<file path="src/design/clvc_defines.vh">
// Constants for the camera link video capture front end.
`ifndef CLVC_DEFINES_VH
`define CLVC_DEFINES_VH
// ==========================================================================
// Usage encodings
`define CLVC_FRAME_START_EDGE 2'h0
`define CLVC_FRAME_IGNORED 2'h1
`define CLVC_FRAME_COVER 2'h2
`define CLVC_LINE_START_EDGE 1'h0
`define CLVC_LINE_IGNORED 1'h1
`define CLVC_DATA_UNGATED 1'h0
`define CLVC_DATA_GATED 1'h1
// ==========================================================================
// Control line modes
`define CLVC_CC_GPIO 2'h0
`define CLVC_CC_RESET 2'h1
`define CLVC_CC_EXPOSE 2'h2
// ==========================================================================
// Widths and reset values
`define CLVC_SKIP_W 8
`define CLVC_COUNT_W 16
`define CLVC_DATA_W 24
`define CLVC_CC_PULSE_CYCLES 16'h0064
`endif

</file>
<file path="src/design/clvc_capture.v">
// Camera link video capture front end with camera control outputs.
// Function
// - At line-valid rise with line enabled, skip line_lead_skip qualified cycles first.
// - After skip, capture exactly line_active_count words, then end the line.
// - After a complete line, ignore cycles until next line-valid rise.
// - Default configuration does not use data-valid; gating is optional.
// - Leading skip 0 to 255 qualified cycles, default 0; trailing skip unlimited.
// - All cycles qualified when data-valid ignored; else only data-valid high.
// - When gated, no capture on cycles with data-valid low.
// - When gated, leading-skip counter holds while data-valid is low.
// - Frame start edge mode: frame-valid rise starts frame, fall ignored.
// - Frame ignored mode: frame-valid input disregarded entirely.
// - Frame cover mode: record from frame-valid rise until its fall.
// - Line start edge mode: line-valid rise starts line, fall ignored.
// - Line ignored mode: line-valid input disregarded entirely.
// - Gated: capture only data-valid high cycles; ungated: data-valid no effect.
// - Drive four camera control outputs as reset, expose or general purpose.
// - Expose mode: pulse leading edge starts exposure, trailing edge ends it.
// - Frame start edge mode begins a frame only if trigger armed at rise.
// - Frame start edge mode: skip frame_lead_skip lines, capture frame_active_lines, ignore rest of frame.
// - Frame cover with trigger armed: acquire every line until frame-valid falls.
`timescale 1ns/100ps
`default_nettype none
`include "clvc_defines.vh"
module clvc_capture #(
  parameter DATA_W = `CLVC_DATA_W,
  parameter COUNT_W = `CLVC_COUNT_W,
  parameter [15:0] CC_PULSE_CYCLES = `CLVC_CC_PULSE_CYCLES
) (
  input wire clk,
  input wire reset_n,
  input wire link_clk,
  input wire frame_valid,
  input wire line_valid,
  input wire data_valid,
  input wire [DATA_W-1:0] link_data,
  input wire [1:0] frame_valid_usage,
  input wire line_valid_usage,
  input wire data_valid_usage,
  input wire [7:0] line_lead_skip,
  input wire [COUNT_W-1:0] line_active_count,
  input wire [7:0] frame_lead_skip,
  input wire [COUNT_W-1:0] frame_active_lines,
  input wire trigger_arm,
  input wire [7:0] cc_mode,
  input wire [3:0] cc_level,
  input wire [3:0] cc_fire,
  output reg [DATA_W-1:0] pixel_data,
  output reg pixel_valid,
  output reg begin_of_line,
  output reg end_of_line,
  output reg frame_active,
  output reg line_active,
  output reg [3:0] camera_control
);

// ==========================================================================
// Link sampling
// The link clock is sampled by clk; a link edge is found from the last two
// synchronised samples, and all link signals are taken on that edge.
reg [2:0] lclk_s;
reg [DATA_W+2:0] lnk_s1;
reg [DATA_W+2:0] lnk_s2;
wire link_edge = lclk_s[1] & ~lclk_s[2];
always @(posedge clk or negedge reset_n) begin
  if (!reset_n) begin
    lclk_s <= 3'h0;
    lnk_s1 <= {(DATA_W+3){1'b0}};
    lnk_s2 <= {(DATA_W+3){1'b0}};
  end else begin
    lclk_s <= {lclk_s[1:0], link_clk};
    lnk_s1 <= {frame_valid, line_valid, data_valid, link_data};
    lnk_s2 <= lnk_s1;
  end
end

// Values held from the previous link edge, for edge detection.
reg fv_q;
reg lv_q;
reg [DATA_W-1:0] dat_q;
reg fv_d;
reg lv_d;
reg dv_d;
always @(posedge clk or negedge reset_n) begin
  if (!reset_n) begin
    fv_q <= 1'b0;
    lv_q <= 1'b0;
    dat_q <= {DATA_W{1'b0}};
    fv_d <= 1'b0;
    lv_d <= 1'b0;
    dv_d <= 1'b0;
  end else if (link_edge) begin
    fv_q <= lnk_s2[DATA_W+2];
    lv_q <= lnk_s2[DATA_W+1];
    dv_d <= lnk_s2[DATA_W];
    dat_q <= lnk_s2[DATA_W-1:0];
    fv_d <= fv_q;
    lv_d <= lv_q;
  end
end

// ==========================================================================
// Qualification and edges
reg tick;
always @(posedge clk or negedge reset_n) begin
  if (!reset_n)
    tick <= 1'b0;
  else
    tick <= link_edge;
end
wire gated = (data_valid_usage == `CLVC_DATA_GATED);
wire qual = tick & (~gated | dv_d);
wire fv_rise = tick & fv_q & ~fv_d;
wire fv_fall = tick & ~fv_q & fv_d;
wire lv_rise = tick & lv_q & ~lv_d;
wire f_edge = (frame_valid_usage == `CLVC_FRAME_START_EDGE);
wire f_cover = (frame_valid_usage == `CLVC_FRAME_COVER);
wire f_ign = (frame_valid_usage == `CLVC_FRAME_IGNORED);
wire l_ign = (line_valid_usage == `CLVC_LINE_IGNORED);

// ==========================================================================
// Counter helpers
// Both helpers keep the count at its own width, so no carry bit is lost
// or padded silently when a count meets a configuration value.
function [COUNT_W-1:0] cnt_inc;
  input [COUNT_W-1:0] v;
  begin
    cnt_inc = v + {{(COUNT_W-1){1'b0}}, 1'b1};
  end
endfunction

function [COUNT_W-1:0] cnt_last;
  input [COUNT_W-1:0] v;
  begin
    cnt_last = v - {{(COUNT_W-1){1'b0}}, 1'b1};
  end
endfunction

// ==========================================================================
// Frame state
// Frame-valid falling edges only matter in cover mode.
localparam FR_IDLE = 2'h0;
localparam FR_SKIP = 2'h1;
localparam FR_ACT = 2'h2;
localparam FR_DONE = 2'h3;
reg [1:0] fr_state;
reg [1:0] next_fr_state;
reg [7:0] fr_skip;
reg [COUNT_W-1:0] fr_lines;
reg line_done;
always @* begin
  next_fr_state = fr_state;
  case (fr_state)
    FR_IDLE, FR_DONE: begin
      if (fv_rise && trigger_arm && f_edge)
        next_fr_state = (frame_lead_skip == 8'h00) ? FR_ACT : FR_SKIP;
      else if (fv_rise && trigger_arm && f_cover)
        next_fr_state = FR_ACT;
    end
    FR_SKIP: begin
      if (line_done && fr_skip == frame_lead_skip - 8'h01)
        next_fr_state = FR_ACT;
    end
    FR_ACT: begin
      if (f_cover && fv_fall)
        next_fr_state = FR_IDLE;
      else if (f_edge && line_done && fr_lines == cnt_last(frame_active_lines))
        next_fr_state = FR_DONE;
    end
    default: next_fr_state = FR_IDLE;
  endcase
  if (f_ign)
    next_fr_state = FR_ACT;
end
always @(posedge clk or negedge reset_n) begin
  if (!reset_n) begin
    fr_state <= FR_IDLE;
    fr_skip <= 8'h00;
    fr_lines <= {COUNT_W{1'b0}};
  end else begin
    fr_state <= next_fr_state;
    if (next_fr_state != fr_state) begin
      fr_skip <= 8'h00;
      fr_lines <= {COUNT_W{1'b0}};
    end else if (line_done && fr_state == FR_SKIP)
      fr_skip <= fr_skip + 8'h01;
    else if (line_done && fr_state == FR_ACT)
      fr_lines <= cnt_inc(fr_lines);
  end
end

// ==========================================================================
// Line state
localparam LN_IDLE = 2'h0;
localparam LN_SKIP = 2'h1;
localparam LN_ACT = 2'h2;
reg [1:0] ln_state;
reg [1:0] next_ln_state;
reg [7:0] ln_skip;
reg [7:0] next_ln_skip;
reg [COUNT_W-1:0] ln_px;
reg [COUNT_W-1:0] next_ln_px;
reg next_line_done;
reg take_line;
reg in_line;
reg [7:0] cur_skip;
reg [COUNT_W-1:0] cur_px;
// Skipped lines still run the line counter so frame line counts advance.
// A rise while a line is still open is ignored until that line is closed.
wire line_start = lv_rise & ~l_ign & (ln_state == LN_IDLE) &
  (fr_state == FR_SKIP || fr_state == FR_ACT);
wire raw_mode = l_ign & (fr_state == FR_ACT);
// The rise cycle can itself be the first qualified cycle of the line, so the
// counters are taken as zero in that cycle; waiting for the registered
// state would lose the first word of a line with no leading skip.
always @* begin
  next_ln_state = ln_state;
  next_ln_skip = ln_skip;
  next_ln_px = ln_px;
  next_line_done = 1'b0;
  take_line = 1'b0;
  case (ln_state)
    LN_IDLE: in_line = line_start;
    LN_SKIP, LN_ACT: in_line = 1'b1;
    default: begin
      in_line = 1'b0;
      next_ln_state = LN_IDLE;
    end
  endcase
  cur_skip = line_start ? 8'h00 : ln_skip;
  cur_px = line_start ? {COUNT_W{1'b0}} : ln_px;
  if (line_start) begin
    next_ln_state = LN_SKIP;
    next_ln_skip = 8'h00;
    next_ln_px = {COUNT_W{1'b0}};
  end
  if (in_line && qual) begin
    if (cur_skip != line_lead_skip) begin
      next_ln_skip = cur_skip + 8'h01;
    end else begin
      take_line = 1'b1;
      next_ln_state = LN_ACT;
      next_ln_px = cnt_inc(cur_px);
      if (cur_px == cnt_last(line_active_count)) begin
        next_ln_state = LN_IDLE;
        next_line_done = 1'b1;
      end
    end
  end
  // A frame-valid fall in cover mode closes a line that is still open.
  if (f_cover && fv_fall && ln_state != LN_IDLE)
    next_ln_state = LN_IDLE;
end
always @(posedge clk or negedge reset_n) begin
  if (!reset_n) begin
    ln_state <= LN_IDLE;
    ln_skip <= 8'h00;
    ln_px <= {COUNT_W{1'b0}};
    line_done <= 1'b0;
  end else begin
    ln_state <= next_ln_state;
    ln_skip <= next_ln_skip;
    ln_px <= next_ln_px;
    line_done <= next_line_done;
  end
end

// ==========================================================================
// Pixel output
// Words of skipped frame lines run the line counters but are never kept.
wire fr_keep = (fr_state == FR_ACT);
wire take = (qual & raw_mode) | (take_line & fr_keep);
always @(posedge clk or negedge reset_n) begin
  if (!reset_n) begin
    pixel_data <= {DATA_W{1'b0}};
    pixel_valid <= 1'b0;
    begin_of_line <= 1'b0;
    end_of_line <= 1'b0;
    frame_active <= 1'b0;
    line_active <= 1'b0;
  end else begin
    pixel_valid <= take;
    if (take)
      pixel_data <= dat_q;
    begin_of_line <= take_line && fr_keep && cur_px == {COUNT_W{1'b0}} && !raw_mode;
    end_of_line <= take_line && fr_keep && next_line_done && !raw_mode;
    frame_active <= (fr_state == FR_ACT);
    line_active <= (ln_state == LN_ACT);
  end
end

// ==========================================================================
// Camera control lines
// Reset mode emits a fixed-width pulse; expose mode follows cc_level so
// software sets the exposure time by the pulse width.
reg [15:0] cc_cnt [0:3];
reg [3:0] fire_d;
integer i;
always @(posedge clk or negedge reset_n) begin
  if (!reset_n) begin
    camera_control <= 4'h0;
    fire_d <= 4'h0;
    for (i = 0; i < 4; i = i + 1)
      cc_cnt[i] <= 16'h0000;
  end else begin
    fire_d <= cc_fire;
    for (i = 0; i < 4; i = i + 1) begin
      case (cc_mode[2*i +: 2])
        `CLVC_CC_RESET: begin
          if (cc_fire[i] && !fire_d[i])
            cc_cnt[i] <= CC_PULSE_CYCLES;
          else if (cc_cnt[i] != 16'h0000)
            cc_cnt[i] <= cc_cnt[i] - 16'h0001;
          camera_control[i] <= (cc_cnt[i] != 16'h0000);
        end
        `CLVC_CC_EXPOSE: camera_control[i] <= cc_level[i];
        default: camera_control[i] <= cc_level[i];
      endcase
    end
  end
end

endmodule
`default_nettype wire

</file>
<file path="config.mk">
export PLATFORM = sky130hd
export DESIGN_NAME = clvc_capture
export DESIGN_NICKNAME = d
export VERILOG_FILES = /design/src/design/clvc_capture.v
export VERILOG_INCLUDE_DIRS = /design/src /design/src/design
export SDC_FILE = /design/constraint.sdc
export NUM_CORES = 1
export LEC_CHECK = 0
export BUFFER_PORTS_ARGS = -buffer_cell sky130_fd_sc_hd__buf_2
export CAP_MARGIN = 20
export CORE_ASPECT_RATIO = 1.4
export CORE_MARGIN = 5
export CORE_UTILIZATION = 64
export CTS_CLUSTER_DIAMETER = 200
export DETAILED_ROUTE_END_ITERATION = 8
export GPL_TIMING_DRIVEN = 0
export PLACE_DENSITY = 0.85
export SYNTH_ARGS = -nofsm -noshare
export SYNTH_HDL_FRONTEND = slang
export SYNTH_SLANG_ARGS = --single-unit
</file>
<file path="constraint.sdc">
create_clock -name clk -period 4.9 [get_ports clk]
set_input_delay 0.245 -clock clk [delete_from_list [all_inputs] [get_ports clk]]
set_output_delay 0.245 -clock clk [all_outputs]
set_load 0.1 [all_outputs]
</file>
==> results.py <==
metrics = {
    "floorplan": {
        "die_h_um": 172,
        "start_util_pct": 64.8,
        "die_area_um2": 21600,
        "io_pins": 132,
        "fp.coreArea_um2": 18500,
        "fp-row-count": 59,
        "die_width_um": 126,
    },
    "logic_synthesis": {
        "synth_common_cells": "241 x dfrtp_1, 90 x nor2_1, 81 x nand2_1",
        "syn_avg_cell_area_um2": 10.6,
        "synth_edf_count": 0,
        "async_flop_share_pct": 100,
        "ys_types": 77,
        "synth_cells": 1132,
        "synth_area_leaders": "dfrtp_1 50%, xnor2_1 5.5%, mux2_2 5.3%",
        "ys_seq_area_share_pct": 50.2,
        "yosysMostFrequentCell": "dfrtp_1",
        "synth_top_area_share_pct": 50.2,
        "ys_ff_latch": 241,
        "synth.net_count": 1250,
        "synth_area_leader_cell": "dfrtp_1",
        "synth_warnings": 0,
        "ys.flop_type": "dfrtp_1",
        "syn_area_um2": 12000,
    },
    "critical_path": {
        "crit_type": "reg -> reg",
        "cp_slowest_stage_delay_ps": 440,
        "r2r_end": "end_of_line",
        "arrival_ps": 4000,
        "slowest_stage": "clkbuf_1",
        "worst_setup_path_start_kind": "flip-flop",
        "r2r_start": "fr_state[0]",
        "rr_worst_depth": 13,
        "cp_cell_sequence": "inv_1 > ha_1 > clkbuf_1 > nand4bb_1 > clkbuf_1 > nor2_2 > o32ai_1 > and4_1 > clkbuf_1 > clkbuf_1 > nand4_1 > nor4b_2 > and3_1",
        "end_kind": "flip-flop",
        "critPathMostFrequentCell": "clkbuf_1",
        "rrSetupSlack_ps": 1340,
        "crit_required_ps": 5340,
        "critPathMaxFanout": 10,
    },
    "power": {
        "p_leak_nw": 6.12,
        "vdd_ir_drop_max_uv": 800,
        "total_power_mw": 6.44,
        "pwr_density_cell_nw_per_um2": 457,
    },
    "place": {
        "placed_area_um2": 13000,
        "io_buffers": 129,
        "dp_hpwl_um": 18600,
        "placedCellCount": 1506,
        "place.gp.congestion": 0.925,
    },
    "sta": {
        "finalSetupViolations": 0,
        "worst_hold_slack_ps": 85.5,
        "slew_violations": 0,
        "fin_crit_ps": 3560,
        "hold_viol": 0,
        "fin_worst_skew_ps": 10.5,
        "slew_headroom_pct": 31.4,
        "fmax_mhz": 281,
        "worst_pin_slew_ps": 1020,
        "grt_setup_unrepaired": "false",
        "period_share_pct": 72.7,
    },
    "global_route": {
        "grt_overflow": 0,
        "antenna_found_initial": 1,
        "track_usage_pct": 25.0,
        "grt_max_degree": 122,
        "grt_pass1_vias": 9416,
        "grt_first_pass_wirelength_um": 45200,
    },
    "route": {
        "drc": 0,
        "vias": 9417,
        "routedWlPerCell_um": 17.2,
        "first_iter_violations": 595,
        "wl_um": 27300,
        "first_pass_iters": 5,
        "vias_per_cell": 5.95,
        "ant_nets": 0,
    },
    "cells_and_area": {
        "final_net_count": 1441,
        "area_growth_pct": 17.5,
        "drive_gt1_share_pct": 18.9,
        "nFillCells": 1249,
        "instances_no_fill": 1584,
        "stdcell_area_um2": 14100,
    },
    "cts": {
        "numCtsBuffers": 22,
        "clock_latency_ps": 500,
        "clk_pin_slew_worst_paths_ps": 70,
        "clock-sinks": 241,
        "cts_resized": 0,
        "htree_levels": 1,
        "cts_tree": "built",
        "cts_buffer_depth": 3,
        "cts-root-buf": "clkbuf_16",
    },
    "worst_hold_path": {
        "hp-start": "cc_mode[3]",
        "hold_class": "in -> reg",
        "whs_path_depth": 4,
        "whs_endpoint": "camera_control[1]",
    },
    "outcome": {
        "status": "completed",
    },
    "job": {
        "maxCapViolCount": 0,
    },
}
## placed cells by master (no fill, tap or decap), types with 28 or more instances in the layout
cell type | Yosys | layout
a21oi_1 | 35 | 35
buf_2 | 2 | 130
clkbuf_1 | 24 | 28
dfrtp_1 | 241 | 241
dlygate4sd3_1 | 0 | 37
inv_1 | 36 | 36
mux2_2 | 56 | 56
nand2_1 | 81 | 81
nor2_1 | 90 | 90
nor3_1 | 51 | 51
nor4_1 | 36 | 36
o21ai_0 | 34 | 34
xnor2_1 | 76 | 76
xor2_1 | 53 | 53
## worst max-delay path, delay by kind of cell, from the launching register on
| family | cells | cell delay (ps) |
|---|---|---|
| AO/OA/AOI/OAI | 1 | 140 |
| adder cells (fa/ha/maj) | 1 | 280 |
| buffers and inverters | 5 | 1360 |
| flip-flops | 1 | 400 |
| AND/OR/NAND/NOR | 6 | 1330 |
## where the power goes
group / total [mW] / switching, mW / internal (mW)
clock network: 1.74 / 0.732 / 1.01
logic: 2.08 / 1.47 / 0.614
registers: 2.62 / 0.288 / 2.33
total: 6.44 / 2.49 / 3.95
## metal layers
layer  vias up  global-route usage (%)  wire (um)
met5         -                       0          0
met4         0                    8.87        892
met3        76                    4.14       1430
met2       309                    45.6      14200
met1      4591                    30.3      10800
li1       4441                       -          -
## timing repair
action	CTS	global route
buffers inserted	0	0
hold endpoints to repair	156	0
hold buffers	37	0
## kinds of logic (layout without fill, tap and decap cells)
kind of cell,after synthesis,count (layout),share of synthesized area [%]
xor+xnor,131,131,9.79
other cells,0,1,0
mux,68,68,6.25
buf+inv,72,279,2.60
compound gates,141,141,7.74
fa+ha+maj,19,19,1.98
simple gates,460,460,21.4
flops,241,241,50.2
## state kept, by name, indices dropped and copies added, names as in the netlist, 2 cells and up
signal	cells
cc_cnt	64
lnk_s1	27
lnk_s2	27
dat_q	24
pixel_data	24
fr_lines	16
ln_px	16
fr_skip	8
ln_skip	8
camera_control	4
fire_d	4
lclk_s	3
fr_state	2
ln_state	2
## metrics by stage
stage	setup TNS [ps]	util, %	setup slack (ps)
2_1_floorplan	0	-	2000
3_3_place_gp	-117960	69.9	-503
3_5_place_dp	0	70.1	1390
4_1_cts	0	76.1	1360
5_1_grt	0	76.1	1110
6_report	0	76.1	1340
## how the worst max path moves through the flow
stage / from / cells after the start / endpoint
global placement: reset_n / 1 / dat_q[18]
detailed placement: fr_state[0] / 13 / end_of_line
finish: fr_state[0] / 13 / end_of_line
global route: fr_state[0] / 13 / end_of_line
floorplan: fr_state[0] / 13 / pixel_data[10]
CTS: fr_state[0] / 12 / end_of_line
## layout make-up
type,count,area (um^2),area share (%)
inverters,36,135,0.958
diodes,1,2.50,0.0177
multi-input cells,819,5660,40.2
clock inverters,10,103,0.728
flip-flops and latches,241,6030,42.8
repair buffers,167,1050,7.47
clock buffers,30,632,4.48
plain buffers,36,176,1.25
well taps,244,305,2.17
(Power assumes the default switching activity.)
